**src/rtl/tws_pkg.sv**
```systemverilog
// Package: register map, field positions and reset values of the two-wire serial assist block
package tws_pkg;
  // ==========================================
  // Register byte addresses
  localparam logic [7:0] TWS_ADDR_DATA_LINE = 8'h00;
  localparam logic [7:0] TWS_ADDR_CLOCK_LINE = 8'h04;
  localparam logic [7:0] TWS_ADDR_CTRL = 8'h08;
  localparam logic [7:0] TWS_ADDR_FALL_FLAG = 8'h0c;
  localparam logic [7:0] TWS_ADDR_RISE_FLAG = 8'h10;
  localparam logic [7:0] TWS_ADDR_SAMPLE = 8'h14;
  localparam logic [7:0] TWS_ADDR_NEW_SAMPLE = 8'h18;
  localparam logic [7:0] TWS_ADDR_IRQ_STATUS = 8'h1c;
  localparam logic [7:0] TWS_ADDR_IRQ_MASK = 8'h20;
  // ==========================================
  // Control register fields
  localparam int TWS_CTRL_ENABLE_BIT = 0;
  localparam int TWS_CTRL_UNCOND_BIT = 1;
  localparam int TWS_CTRL_COND_BIT = 2;
  localparam int TWS_CTRL_STRETCH_BIT = 3;
  // Interrupt status fields
  localparam int TWS_IRQ_FALL_BIT = 0;
  localparam int TWS_IRQ_RISE_BIT = 1;
  localparam int TWS_IRQ_WIDTH = 2;
  // ==========================================
  // Reset values
  localparam logic TWS_LINE_DRIVE_RST = 1'h1;
  localparam logic [2:0] TWS_CTRL_RST = 3'h0;
  localparam logic [1:0] TWS_IRQ_MASK_RST = 2'h0;
endpackage

```
**src/rtl/tws_top.sv**
```systemverilog
// Two-wire serial assist: open-drain clock/data lines, sampling, condition detection, clock stretching
`timescale 1ns/1ns
module tws_top
  import tws_pkg::*;
(
  input wire logic SYS_CLK_IN,
  input wire logic ARST_N_IN,
  input wire logic PSEL_IN,
  input wire logic PENABLE_IN,
  input wire logic PWRITE_IN,
  input wire logic [7:0] PADDR_IN,
  input wire logic [31:0] PWDATA_IN,
  input wire logic [3:0] PSTRB_IN,
  output logic [31:0] PRDATA_OUT,
  output logic PREADY_OUT,
  output logic PSLVERR_OUT,
  input wire logic PORT_B_BIT4_PAD_IN,
  output logic PORT_B_BIT4_PAD_OUT,
  output logic PORT_B_BIT4_PAD_OE_OUT,
  input wire logic PORT_B_BIT5_PAD_IN,
  output logic PORT_B_BIT5_PAD_OUT,
  output logic PORT_B_BIT5_PAD_OE_OUT,
  input wire logic [1:0] PORT_B_DRIVE_IN,
  input wire logic [1:0] PORT_B_OE_IN,
  output logic FALLING_CONDITION_IRQ_OUT,
  output logic RISING_CONDITION_IRQ_OUT,
  output logic IRQ_OUT
);
  import tws_pkg::*;

  // ==========================================
  // Pad synchronisation and edge finding
  logic clock_line_value;
  logic data_line_value;
  logic clk_rise;
  logic clk_fall;
  logic dat_rise;
  logic dat_fall;

  tws_sync u_sync_clk
  (
    .clk_in(SYS_CLK_IN),
    .arst_n_in(ARST_N_IN),
    .async_in(PORT_B_BIT4_PAD_IN),
    .sync_out(clock_line_value)
  );
  tws_sync u_sync_dat
  (
    .clk_in(SYS_CLK_IN),
    .arst_n_in(ARST_N_IN),
    .async_in(PORT_B_BIT5_PAD_IN),
    .sync_out(data_line_value)
  );
  tws_edge u_edge_clk
  (
    .clk_in(SYS_CLK_IN),
    .arst_n_in(ARST_N_IN),
    .level_in(clock_line_value),
    .rise_out(clk_rise),
    .fall_out(clk_fall)
  );
  tws_edge u_edge_dat
  (
    .clk_in(SYS_CLK_IN),
    .arst_n_in(ARST_N_IN),
    .level_in(data_line_value),
    .rise_out(dat_rise),
    .fall_out(dat_fall)
  );

  // ==========================================
  // Bus decode
  logic setup;
  logic wr;
  logic rd;
  logic mapped;

  assign setup = PSEL_IN & ~PENABLE_IN;
  // Registers answer in the setup cycle, so every access phase ends at its first edge
  assign wr = PSEL_IN & PENABLE_IN & PWRITE_IN & PSTRB_IN[0];
  assign rd = PSEL_IN & PENABLE_IN & ~PWRITE_IN;

  always_comb
  begin
    unique case (PADDR_IN)
      TWS_ADDR_DATA_LINE, TWS_ADDR_CLOCK_LINE, TWS_ADDR_CTRL, TWS_ADDR_FALL_FLAG,
      TWS_ADDR_RISE_FLAG, TWS_ADDR_SAMPLE, TWS_ADDR_NEW_SAMPLE, TWS_ADDR_IRQ_STATUS,
      TWS_ADDR_IRQ_MASK: mapped = 1'h1;
      default: mapped = 1'h0;
    endcase
  end

  // ==========================================
  // Software registers
  logic data_drive_q;
  logic clock_drive_q;
  logic block_enable_q;
  logic uncond_en_q;
  logic cond_en_q;
  logic [1:0] irq_mask_q;

  always_ff @(posedge SYS_CLK_IN or negedge ARST_N_IN)
  begin
    if (!ARST_N_IN)
    begin
      data_drive_q <= TWS_LINE_DRIVE_RST;
      clock_drive_q <= TWS_LINE_DRIVE_RST;
      {cond_en_q, uncond_en_q, block_enable_q} <= TWS_CTRL_RST;
      irq_mask_q <= TWS_IRQ_MASK_RST;
    end
    else if (wr)
    begin
      if (PADDR_IN == TWS_ADDR_DATA_LINE)
        data_drive_q <= PWDATA_IN[0];
      if (PADDR_IN == TWS_ADDR_CLOCK_LINE)
        clock_drive_q <= PWDATA_IN[0];
      if (PADDR_IN == TWS_ADDR_CTRL)
      begin
        block_enable_q <= PWDATA_IN[TWS_CTRL_ENABLE_BIT];
        uncond_en_q <= PWDATA_IN[TWS_CTRL_UNCOND_BIT];
        cond_en_q <= PWDATA_IN[TWS_CTRL_COND_BIT];
      end
      if (PADDR_IN == TWS_ADDR_IRQ_MASK)
        irq_mask_q <= PWDATA_IN[TWS_IRQ_WIDTH-1:0];
    end
  end

  // ==========================================
  // Condition detection
  logic fall_cond;
  logic rise_cond;
  logic falling_condition_detected_q;
  logic rising_condition_detected_q;

  // Clock level taken from the same synchronised sample as the data edge
  assign fall_cond = block_enable_q & dat_fall & clock_line_value;
  assign rise_cond = block_enable_q & dat_rise & clock_line_value;

  // Set wins over a clearing write in the same cycle
  always_ff @(posedge SYS_CLK_IN or negedge ARST_N_IN)
  begin
    if (!ARST_N_IN)
      falling_condition_detected_q <= 1'h0;
    else if (fall_cond)
      falling_condition_detected_q <= 1'h1;
    else if (wr && PADDR_IN == TWS_ADDR_FALL_FLAG)
      falling_condition_detected_q <= 1'h0;
  end

  always_ff @(posedge SYS_CLK_IN or negedge ARST_N_IN)
  begin
    if (!ARST_N_IN)
      rising_condition_detected_q <= 1'h0;
    else if (rise_cond)
      rising_condition_detected_q <= 1'h1;
    else if (wr && PADDR_IN == TWS_ADDR_RISE_FLAG)
      rising_condition_detected_q <= 1'h0;
  end

  // ==========================================
  // Clock stretching
  logic stretch_active_flag_q;
  logic release_wr;
  logic stretch_start;

  assign release_wr = wr && PADDR_IN == TWS_ADDR_SAMPLE;
  assign stretch_start = block_enable_q & clk_fall &
    (uncond_en_q | (cond_en_q & falling_condition_detected_q));

  always_ff @(posedge SYS_CLK_IN or negedge ARST_N_IN)
  begin
    if (!ARST_N_IN)
      stretch_active_flag_q <= 1'h0;
    else if (stretch_start)
      stretch_active_flag_q <= 1'h1;
    else if (release_wr || !block_enable_q)
      stretch_active_flag_q <= 1'h0;
  end

  // ==========================================
  // Data sampling
  logic sampled_data_value_q;
  logic new_sample_pending_q;

  always_ff @(posedge SYS_CLK_IN or negedge ARST_N_IN)
  begin
    if (!ARST_N_IN)
      sampled_data_value_q <= 1'h0;
    else if (block_enable_q && clk_rise)
      sampled_data_value_q <= data_line_value;
  end

  // A capture on the setup edge of a sample read misses the read data, so it must stay pending
  logic late_capture_q;

  always_ff @(posedge SYS_CLK_IN or negedge ARST_N_IN)
  begin
    if (!ARST_N_IN)
      late_capture_q <= 1'h0;
    else
      late_capture_q <= setup && !PWRITE_IN && PADDR_IN == TWS_ADDR_SAMPLE && block_enable_q && clk_rise;
  end

  always_ff @(posedge SYS_CLK_IN or negedge ARST_N_IN)
  begin
    if (!ARST_N_IN)
      new_sample_pending_q <= 1'h0;
    else if (block_enable_q && clk_rise)
      new_sample_pending_q <= 1'h1;
    else if (rd && PADDR_IN == TWS_ADDR_SAMPLE && !late_capture_q)
      new_sample_pending_q <= 1'h0;
  end

  // ==========================================
  // Interrupts: sticky status cleared by reading it, event wins over the clear
  logic [1:0] irq_status_q;
  logic [1:0] irq_event;

  always_comb
  begin
    irq_event = 2'h0;
    irq_event[TWS_IRQ_FALL_BIT] = fall_cond;
    irq_event[TWS_IRQ_RISE_BIT] = rise_cond;
  end

  always_ff @(posedge SYS_CLK_IN or negedge ARST_N_IN)
  begin
    if (!ARST_N_IN)
      irq_status_q <= 2'h0;
    else if (rd && PADDR_IN == TWS_ADDR_IRQ_STATUS)
      // Clear only what the read reported: an event caught at the setup edge stays pending
      irq_status_q <= (irq_status_q & ~PRDATA_OUT[TWS_IRQ_WIDTH-1:0]) | irq_event;
    else
      irq_status_q <= irq_status_q | irq_event;
  end

  always_ff @(posedge SYS_CLK_IN or negedge ARST_N_IN)
  begin
    if (!ARST_N_IN)
    begin
      FALLING_CONDITION_IRQ_OUT <= 1'h0;
      RISING_CONDITION_IRQ_OUT <= 1'h0;
      IRQ_OUT <= 1'h0;
    end
    else
    begin
      FALLING_CONDITION_IRQ_OUT <= fall_cond;
      RISING_CONDITION_IRQ_OUT <= rise_cond;
      IRQ_OUT <= |((irq_status_q | irq_event) & irq_mask_q);
    end
  end

  // ==========================================
  // Pad drive
  logic clk_low;
  logic dat_low;

  // Open drain: only ever drive a zero, release otherwise
  assign clk_low = ~clock_drive_q | stretch_active_flag_q | stretch_start;
  assign dat_low = ~data_drive_q;

  always_ff @(posedge SYS_CLK_IN or negedge ARST_N_IN)
  begin
    if (!ARST_N_IN)
    begin
      PORT_B_BIT4_PAD_OUT <= 1'h0;
      PORT_B_BIT4_PAD_OE_OUT <= 1'h0;
      PORT_B_BIT5_PAD_OUT <= 1'h0;
      PORT_B_BIT5_PAD_OE_OUT <= 1'h0;
    end
    else if (block_enable_q)
    begin
      PORT_B_BIT4_PAD_OUT <= 1'h0;
      PORT_B_BIT4_PAD_OE_OUT <= clk_low;
      PORT_B_BIT5_PAD_OUT <= 1'h0;
      PORT_B_BIT5_PAD_OE_OUT <= dat_low;
    end
    else
    begin
      // Disabled: the port's own settings own the pads again
      PORT_B_BIT4_PAD_OUT <= PORT_B_DRIVE_IN[0];
      PORT_B_BIT4_PAD_OE_OUT <= PORT_B_OE_IN[0];
      PORT_B_BIT5_PAD_OUT <= PORT_B_DRIVE_IN[1];
      PORT_B_BIT5_PAD_OE_OUT <= PORT_B_OE_IN[1];
    end
  end

  // ==========================================
  // Read data, registered in the setup cycle
  logic [31:0] rdata_d;

  always_comb
  begin
    rdata_d = 32'h0;
    unique case (PADDR_IN)
      TWS_ADDR_DATA_LINE: rdata_d[0] = data_line_value;
      TWS_ADDR_CLOCK_LINE: rdata_d[0] = clock_line_value;
      TWS_ADDR_CTRL:
      begin
        rdata_d[TWS_CTRL_ENABLE_BIT] = block_enable_q;
        rdata_d[TWS_CTRL_UNCOND_BIT] = uncond_en_q;
        rdata_d[TWS_CTRL_COND_BIT] = cond_en_q;
        rdata_d[TWS_CTRL_STRETCH_BIT] = stretch_active_flag_q;
      end
      TWS_ADDR_FALL_FLAG: rdata_d[0] = falling_condition_detected_q;
      TWS_ADDR_RISE_FLAG: rdata_d[0] = rising_condition_detected_q;
      TWS_ADDR_SAMPLE: rdata_d[0] = sampled_data_value_q;
      TWS_ADDR_NEW_SAMPLE: rdata_d[0] = new_sample_pending_q;
      TWS_ADDR_IRQ_STATUS: rdata_d[1:0] = irq_status_q;
      TWS_ADDR_IRQ_MASK: rdata_d[1:0] = irq_mask_q;
      default: rdata_d = 32'h0;
    endcase
  end

  always_ff @(posedge SYS_CLK_IN or negedge ARST_N_IN)
  begin
    if (!ARST_N_IN)
    begin
      PRDATA_OUT <= 32'h0;
      PREADY_OUT <= 1'h0;
      PSLVERR_OUT <= 1'h0;
    end
    else
    begin
      PREADY_OUT <= setup;
      PSLVERR_OUT <= setup & ~mapped;
      if (setup)
        PRDATA_OUT <= rdata_d;
    end
  end
endmodule

```
**src/rtl/tws_sync.sv**
```systemverilog
// Two-flop synchroniser for one pad level
`timescale 1ns/1ns
module tws_sync
(
  input wire logic clk_in,
  input wire logic arst_n_in,
  input wire logic async_in,
  output logic sync_out
);
  logic meta_q;

  always_ff @(posedge clk_in or negedge arst_n_in)
  begin
    if (!arst_n_in)
    begin
      meta_q <= 1'h1;
      sync_out <= 1'h1;
    end
    else
    begin
      meta_q <= async_in;
      sync_out <= meta_q;
    end
  end
endmodule

```
**src/rtl/tws_edge.sv**
```systemverilog
// Edge finder on a synchronised level
`timescale 1ns/1ns
module tws_edge
(
  input wire logic clk_in,
  input wire logic arst_n_in,
  input wire logic level_in,
  output logic rise_out,
  output logic fall_out
);
  logic prev_q;

  always_ff @(posedge clk_in or negedge arst_n_in)
  begin
    if (!arst_n_in)
      prev_q <= 1'h1;
    else
      prev_q <= level_in;
  end

  assign rise_out = level_in & ~prev_q;
  assign fall_out = ~level_in & prev_q;
endmodule

```
**config.mk**
```make
export PLATFORM = sky130hd
export DESIGN_NAME = tws_top
export DESIGN_NICKNAME = d
export VERILOG_FILES = /design/src/rtl/tws_pkg.sv /design/src/rtl/tws_top.sv /design/src/rtl/tws_sync.sv /design/src/rtl/tws_edge.sv
export SDC_FILE = /design/constraint.sdc
export NUM_CORES = 1
export LEC_CHECK = 0
export BUFFER_PORTS_ARGS = -buffer_cell sky130_fd_sc_hd__buf_4
export CAP_MARGIN = 30
export CORE_MARGIN = 2
export CORE_UTILIZATION = 40
export DETAILED_ROUTE_END_ITERATION = 8
export PLACE_DENSITY_LB_ADDON = 0.15
export SETUP_SLACK_MARGIN = 0.2
export SLEW_MARGIN = 20
export SYNTH_ARGS = -nofsm -noshare
export SYNTH_HDL_FRONTEND = slang
export SYNTH_HIERARCHICAL = 1
export SYNTH_SLANG_ARGS = --single-unit
```
**constraint.sdc**
```tcl
create_clock -name SYS_CLK_IN -period 1.25 [get_ports SYS_CLK_IN]
set_input_delay 0.25 -clock SYS_CLK_IN [delete_from_list [all_inputs] [get_ports SYS_CLK_IN]]
set_output_delay 0.25 -clock SYS_CLK_IN [all_outputs]
set_load 0.02 [all_outputs]
```
# Word-level counts from Yosys, hierarchy flattened
# Cells that the tools add are included.
# totals
reg_bits,34
inputBits,55
wordCells,114
# op_classes
mux,17
n_reduce_logical,26
bitwise_logic,34
n_eq_ne,8
# op_table
cell,n
== test 8 x 5 -> 1 bit (second input constant),4
bitwise AND 1 bit,17
== test 8 x 4 -> 1 bit (second input constant),2
two-way mux 1 bit,13
logical AND 1 bit,11
inverter 1 bit,9
one-hot mux 1 bit (9 select lines),1
OR reduction 9 bit,1
== test 8 x 3 -> 1 bit (second input constant),1
== test 8 x 6 -> 1 bit (second input constant),1
zero test 8 bit,1
AND reduction 2 bit,4
nonzero test 2 bit,4
bitwise AND 2 bit,2
two-way mux 2 bit,2
OR 2 bit,2
zero test 1 bit,3
OR 1 bit,3
one-hot mux 1 bit (3 select lines),1
inverter 2 bit,1
OR reduction 2 bit,1
logical OR 1 bit,1

# Depth between registers and ports, before layout
# Gate-level depths: netlist (run 1).
# logic_depth
depth_word,7
depth_mapped,5

# By module
# Netlist (run 1), hierarchy kept.
# by_module_without_submodules
module,cells_each,instances,area_per_inst_um2
tws_top,148,1,1545.2
tws_sync,2,2,52.6
tws_edge,3,2,41.3

# Least setup slack after synthesis (run 1)
# OpenSTA, ideal clock, no wires.
# synth_path
kind,input -> register
startpoint,in PADDR_IN[4]
endpoint,reg block_enable_q
path_buffers,0
stages,4
setup_slack_ns,-0.238
required_time_ns,1.125
arrival_ns,1.363
path_cell_list,or4_4 -> nor2_4 -> nand4b_4 -> mux2_4
# synth_via
elab_chain_len,2
# synth_lines
element,line,rtl
start: declaration,tws_top.sv:11,"input wire logic [7:0] PADDR_IN,"
== test 8 x 4 -> 1 bit,tws_top.sv:117,if (PADDR_IN == TWS_ADDR_CTRL)
AND reduction 2 bit (no line),n/a,
end signal: assignment,tws_top.sv:119,block_enable_q <= PWDATA_IN[TWS_CTRL_ENABLE_BIT];
end: declaration,tws_top.sv:97,logic block_enable_q;
# No other way between the ends.
# A chain may end at the register's enable or synchronous reset.

# Worst setup path after layout (run 1)
# layout_path
startpoint,in PADDR_IN[0]
endpoint,reg irq_mask_q[1]
# layout_via
elab_chain_len,2
# layout_lines
element,line,rtl
== test 8 x 6 -> 1 bit,tws_top.sv:123,if (PADDR_IN == TWS_ADDR_IRQ_MASK)
AND reduction 2 bit (no line),n/a,
end signal: assignment,tws_top.sv:124,irq_mask_q <= PWDATA_IN[TWS_IRQ_WIDTH-1:0];
end: declaration,tws_top.sv:100,logic [1:0] irq_mask_q;
# No other way between the ends.

==> reports/metrics.cfg, run 1 <==
[placement]
place.gp.congestion=0.848
hpwl_mm=2.94
dp_cells=265
port_buffers=35
dpl_cell_area_sq_mm=0.00218

[power]
power.density_mw_per_mm2=925
vdd_drop_max_mv=0.778
p_leak_nw=1.29
total_power_w=0.00241

[hold_path]
hold_end=u_sync_clk/meta_q
hp-class=in2reg
min_path_cells=1
hp-start=PORT_B_BIT4_PAD_IN

[logic_synthesis]
ys_types=39
synth-seq-cells=34
synthCells=158
syn_avg_cell_area_sq_um=11.0
synth_warnings=6
synth_seq_area_share_pct=49.7
syn-cell-area_sq_mm=0.00173

[cts]
cts_buffer_depth=2
cts-root-buf=clkbuf_8
clk_pin_slew_worst_paths_ns=0.06
numCtsBuffers=5
cts.sinks=34
cts_tree=yes
cts.htree.levels=2
clkLatencyLatePin_ns=0.29

[worst_setup_path]
cp-start-kind=input pin
endpoint_kind=register
reg2reg_slack_ns=-0.01
crit_fanout=2
reg2reg_to=PORT_B_BIT4_PAD_OE_OUT
worstPathCellList=buf_6, or4_4, nor2_4, nand4b_1, mux2_4
critical_path_required_ns=1.42
cp_slowest_stage_delay_ns=0.55
r2r-start=u_sync_clk/sync_out
crit_type=in2reg
arrival_ns=1.52
crit_path_top_delay_cell=or4_4
critPathTopFamily=simple AND/OR/NAND/NOR gates
r2r_cells=5
crit_buf_inv=1

[floorplan]
die_x_um=69.8
core_sq_mm=0.00409
core.rowCount=23
ios=96
die_y_um=69.8
start_util_pct=42.4
dieArea_sq_mm=0.00487

[route]
viasPerCell=4.83
wirelength_mm=4.04
drtIter0Drc=47
drcViolationCount=0
detail_route.wl_per_cell_um=14.0
num_vias=1390
firstDrtPassIters=4
postRouteAntennaNets=0

[status]
status=finished with violations
violations=setup timing

[layout]
fin_cells=288
area_growth_pct=50.2
diodes=0
final_common_cell=buf_4
final_nets=292
drive_gt1_share_pct=52.9
top_regs=PRDATA_OUT x4, irq_mask_q x2, irq_status_q x2
final_cell_mix=buf_4 (46), buf_6 (30), conb_1 (28)
regMostFlops=PRDATA_OUT
largest_reg_flops=4
final_area_sq_mm=0.00260

[run]
maxCapViolCount=0

[grt]
grt_pass1_vias=1396
grt_pass1_wl_mm=6.76
grt_antenna_before_repair=0
overflow=0
grt_usage_pct=17.7
grt_start_max_net_pins=35

[sta]
slew_violations=0
fin_tns_setup_ns=-0.478
rsz0062_at_grt=yes
period_needed_ns=1.35
finalClockSkew_ns=0.00905
worst_slack_ns=-0.102
fmax_mhz=740
hold_violations=0
setup_viol=9
finalCritPeriodShare_pct=108

[layer usage]
| layer | share of wire, % | wire [um] | vias up | global-route usage, % |
|---|---|---|---|---|
| met5 | 0 | 0 | - | 0 |
| met4 | 2.0 | 79 | 0 | 8.76 |
| met3 | 6.4 | 259 | 8 | 4.36 |
| met2 | 53 | 2130 | 56 | 29.4 |
| met1 | 39 | 1570 | 672 | 21.4 |
| li1 | - | - | 654 | - |
[layout make-up]
class                           count  area [sq um]
Clock buffer                        8          90.1
Sequential cell                    34           861
Timing Repair Buffer               77           693
Fill cell                         328          1480
Multi-Input combinational cell    116           885
Inverter                            3          11.3
Tap cell                           50          62.6
[timing repair]
item                       CTS  global route
buffers inserted            10             4
setup endpoints to repair   35            35
hold buffers                 1             0
hold endpoints to repair    26             0
resized for setup           41            15
pin swaps                   14            15
[per-stage QoR]
stage / util [%] / hold slack, ns / setup WS, ns
after detailed placement: 53.3 / 0.226 / -0.404
after global placement: 53.3 / 0.216 / -0.376
after global routing: 63.7 / 0.0600 / -0.137
final: 63.7 / 0.0753 / -0.102
after floorplan: - / -0.0456 / -0.234
after CTS: 61.2 / 0.0643 / -0.0900
[cell usage after synthesis (all sizes together)]
cell type,count,area (sq um)
buf,29,214
dfrtp,26,651
nand2,16,60.1
mux2,9,113
dfstp,8,210
nor2,8,40.0
nand3,7,35.0
nand4b,6,67.6
o21ai,5,25.0
a21oi,4,20.0
nor2b,4,25.0
and3,3,18.8
clkbuf,3,11.3
inv,3,11.3
mux2i,3,30.0
nor4,3,18.8
a32oi,2,17.5
and2b,2,17.5
nand2b,2,12.5
o31ai,2,15.0
or4,2,18.8
a21o,1,7.51
a31oi,1,6.26
and2,1,6.26
and4b,1,10.0
conb,1,3.75
mux4,1,22.5
nand4,1,6.26
nor3b,1,7.51
nor4b,1,15.0
o211ai,1,7.51
o41ai,1,8.76
[how the worst max path moves through the flow]
stage / startpoint / to / slack, ns / depth (start not counted)
after floorplan: PADDR_IN[4] / block_enable_q / -0.23 / 4
after global placement: PADDR_IN[2] / irq_mask_q[1] / -0.38 / 5
after detailed placement: PADDR_IN[4] / uncond_en_q / -0.40 / 5
after CTS: PADDR_IN[6] / uncond_en_q / -0.09 / 5
after global routing: PADDR_IN[0] / irq_mask_q[1] / -0.14 / 5
final: PADDR_IN[0] / irq_mask_q[1] / -0.10 / 5
[where the power goes]
group / total [W] / switching (W) / internal (W)
clock: 0.000828 / 0.000379 / 0.000449
sequential: 0.00116 / 0.0000197 / 0.00114
combinational: 0.000420 / 0.000229 / 0.000191
[cell families after synthesis]
kind of cell | Yosys count | share of synthesized area, %
AOI/OAI and AO/OA | 17 | 6.21
buffers and inverters | 35 | 13.6
DFF | 34 | 49.7
muxes | 13 | 9.53
other | 1 | 0.216
and+or+nand+nor | 58 | 20.7
No activity file was read; power rests on OpenSTA's default activity.
==> run 2: changes to the inputs <==
--- a/config.mk
+++ b/config.mk
@@ -10,6 +10,7 @@
 export CORE_MARGIN = 2
 export CORE_UTILIZATION = 40
 export DETAILED_ROUTE_END_ITERATION = 8
+export MAX_ROUTING_LAYER = met4
 export PLACE_DENSITY_LB_ADDON = 0.15
 export SETUP_SLACK_MARGIN = 0.2
 export SLEW_MARGIN = 20
==> reports/metrics.cfg, run 2 (same netlist as run 1, synthesis figures left out) <==
[power]
vdd_drop_max_mv=0.778  ; about the same
p_leak_nw=1.29  ; unchanged
power.density_mw_per_mm2=925  ; about the same

[sta]
hold_slack_ns=0.0758  ; +0.000461 ns
rsz0062_at_grt=yes
fin_tns_setup_ns=-0.470  ; +0.00841 ns
fmax_mhz=740  ; about the same
hold_violations=0  ; unchanged
slew_violations=0  ; unchanged
worst_slack_ns=-0.101  ; +0.000933 ns
finalClockSkew_ns=0.00838  ; -0.000669 ns
finalCritPeriodShare_pct=108  ; about the same
period_needed_ns=1.35  ; -0.000933 ns
setup_viol=9  ; unchanged

[floorplan]
core.rowCount=23  ; unchanged
core_sq_mm=0.00409  ; unchanged
ios=96  ; unchanged
dieArea_sq_mm=0.00487  ; unchanged
start_util_pct=42.4  ; unchanged
die_x_um=69.8  ; unchanged
die_y_um=69.8  ; unchanged

[worst_setup_path]
reg2reg_to=PORT_B_BIT4_PAD_OE_OUT
crit_type=in2reg
arrival_ns=1.52  ; about the same
r2r_cells=5  ; unchanged
endpoint_kind=register
crit_fanout=2  ; unchanged
r2r-start=u_sync_clk/sync_out
reg2reg_slack_ns=-0.01  ; about the same
cp-start-kind=input pin
critical_path_required_ns=1.42  ; about the same

[layout]
largest_reg_flops=4  ; unchanged
drive_gt1_share_pct=52.9  ; unchanged
final_cell_mix=buf_4 (46), buf_6 (30), conb_1 (28)
final_core_util_pct=63.7  ; unchanged
area_growth_pct=50.2  ; unchanged
seqCellArea_sq_um=861  ; unchanged
regMostFlops=PRDATA_OUT
final_common_cell=buf_4
top_regs=PRDATA_OUT x4, irq_mask_q x2, irq_status_q x2
fin_cells=288  ; unchanged
diodes=0  ; unchanged
nFillCells=328  ; unchanged
final_nets=292  ; unchanged
multi_input_area_sq_um=885  ; unchanged

[status]
violations=setup timing
status=finished with violations

[route]
detail_route.wl_per_cell_um=14.0  ; about the same
met3_length_um=245  ; -5.4%
drcViolationCount=0  ; unchanged
highest_layer=met4
postRouteAntennaNets=0  ; unchanged
num_vias=1389  ; -0.072%
wl_met1_mm=1.59  ; +0.96%
met2_length_mm=2.13  ; about the same
firstDrtPassIters=4  ; unchanged
wirelength_mm=4.04  ; about the same
viasPerCell=4.82  ; about the same
drtIter0Drc=85  ; +81%

[grt]
grt_antenna_before_repair=0  ; unchanged
grt_pass1_vias=1391  ; -0.36%
grt_pass1_wl_mm=6.77  ; about the same
grt_start_max_net_pins=35  ; unchanged
overflow=0  ; unchanged
grt_usage_pct=18.2  ; +0.50 points

[placement]
dp_slack_ns=-0.404  ; unchanged
hpwl_mm=2.94  ; unchanged
port_buffers=35  ; unchanged
dp_cells=265  ; unchanged
place.gp.congestion=0.861  ; +1.6%

[cts]
cts-root-buf=clkbuf_8
cts_tree=yes
cts_buffer_depth=2  ; unchanged
cts.sinks=34  ; unchanged
numCtsBuffers=5  ; unchanged
clkLatencyLatePin_ns=0.29  ; about the same
clk_pin_slew_worst_paths_ns=0.06  ; about the same
cts.htree.levels=2  ; unchanged

[hold_path]
hold_end=u_sync_clk/meta_q
hp-start=PORT_B_BIT4_PAD_IN
hp-class=in2reg
min_path_cells=1  ; unchanged

[run]
maxCapViolCount=0  ; unchanged

## run 2: worst max-delay path, stage by stage
cell	delay (ns)
buf_6	0.09
or4_4	0.55
nor2_4	0.11
nand4b_1	0.18
mux2_4	0.34
## run 2: metrics by stage
stage                     total power (W)  instance area (sq um)
after floorplan                   0.00141                   1880
after global placement            0.00152                   2180
after detailed placement          0.00153                   2180
after CTS                         0.00242                   2500
after global routing              0.00253                   2600
final                             0.00241                   2600
## run 2: routing by layer
layer | track usage (%) | up-vias
met5 | - | -
met4 | 8.76 | 0
met3 | 4.22 | 8
met2 | 29.4 | 56
met1 | 21.5 | 671
li1 | - | 654
## run 2: report_power, final
group	switching, W	total [W]	internal [W]	leakage [nW]
clock	0.000379	0.000828	0.000449	0.0455
combinational	0.000229	0.000420	0.000191	0.827
sequential	0.0000197	0.00116	0.00114	0.418
total	0.000628	0.00241	0.00178	1.29
## run 2: worst max-delay path by stage
stage                start        endpoint  slack [ns]
3_3_place_gp   PADDR_IN[2]   irq_mask_q[1]       -0.38
6_report       PADDR_IN[0]   irq_mask_q[1]       -0.10
3_5_place_dp   PADDR_IN[4]     uncond_en_q       -0.40
5_1_grt        PADDR_IN[0]   irq_mask_q[1]       -0.14
4_1_cts        PADDR_IN[6]     uncond_en_q       -0.09
2_1_floorplan  PADDR_IN[4]  block_enable_q       -0.23
## run 2: layout make-up
class                      count  share of cell area (%)
inverter                       3                   0.433
sequential                    34                    33.1
timing repair buffer          77                    26.6
clock buffer                   8                    3.46
multi-input combinational    116                    34.0
tap                           50                    2.40
## run 2: timing repair
item / 4_1_cts / 5_1_grt
hold endpoints to repair: 26 / 0
pin swaps: 14 / 15
hold buffers: 1 / 0
gates cloned: 0 / 0
setup buffers: 10 / 4
resized for setup: 41 / 15
setup endpoints to repair: 35 / 35
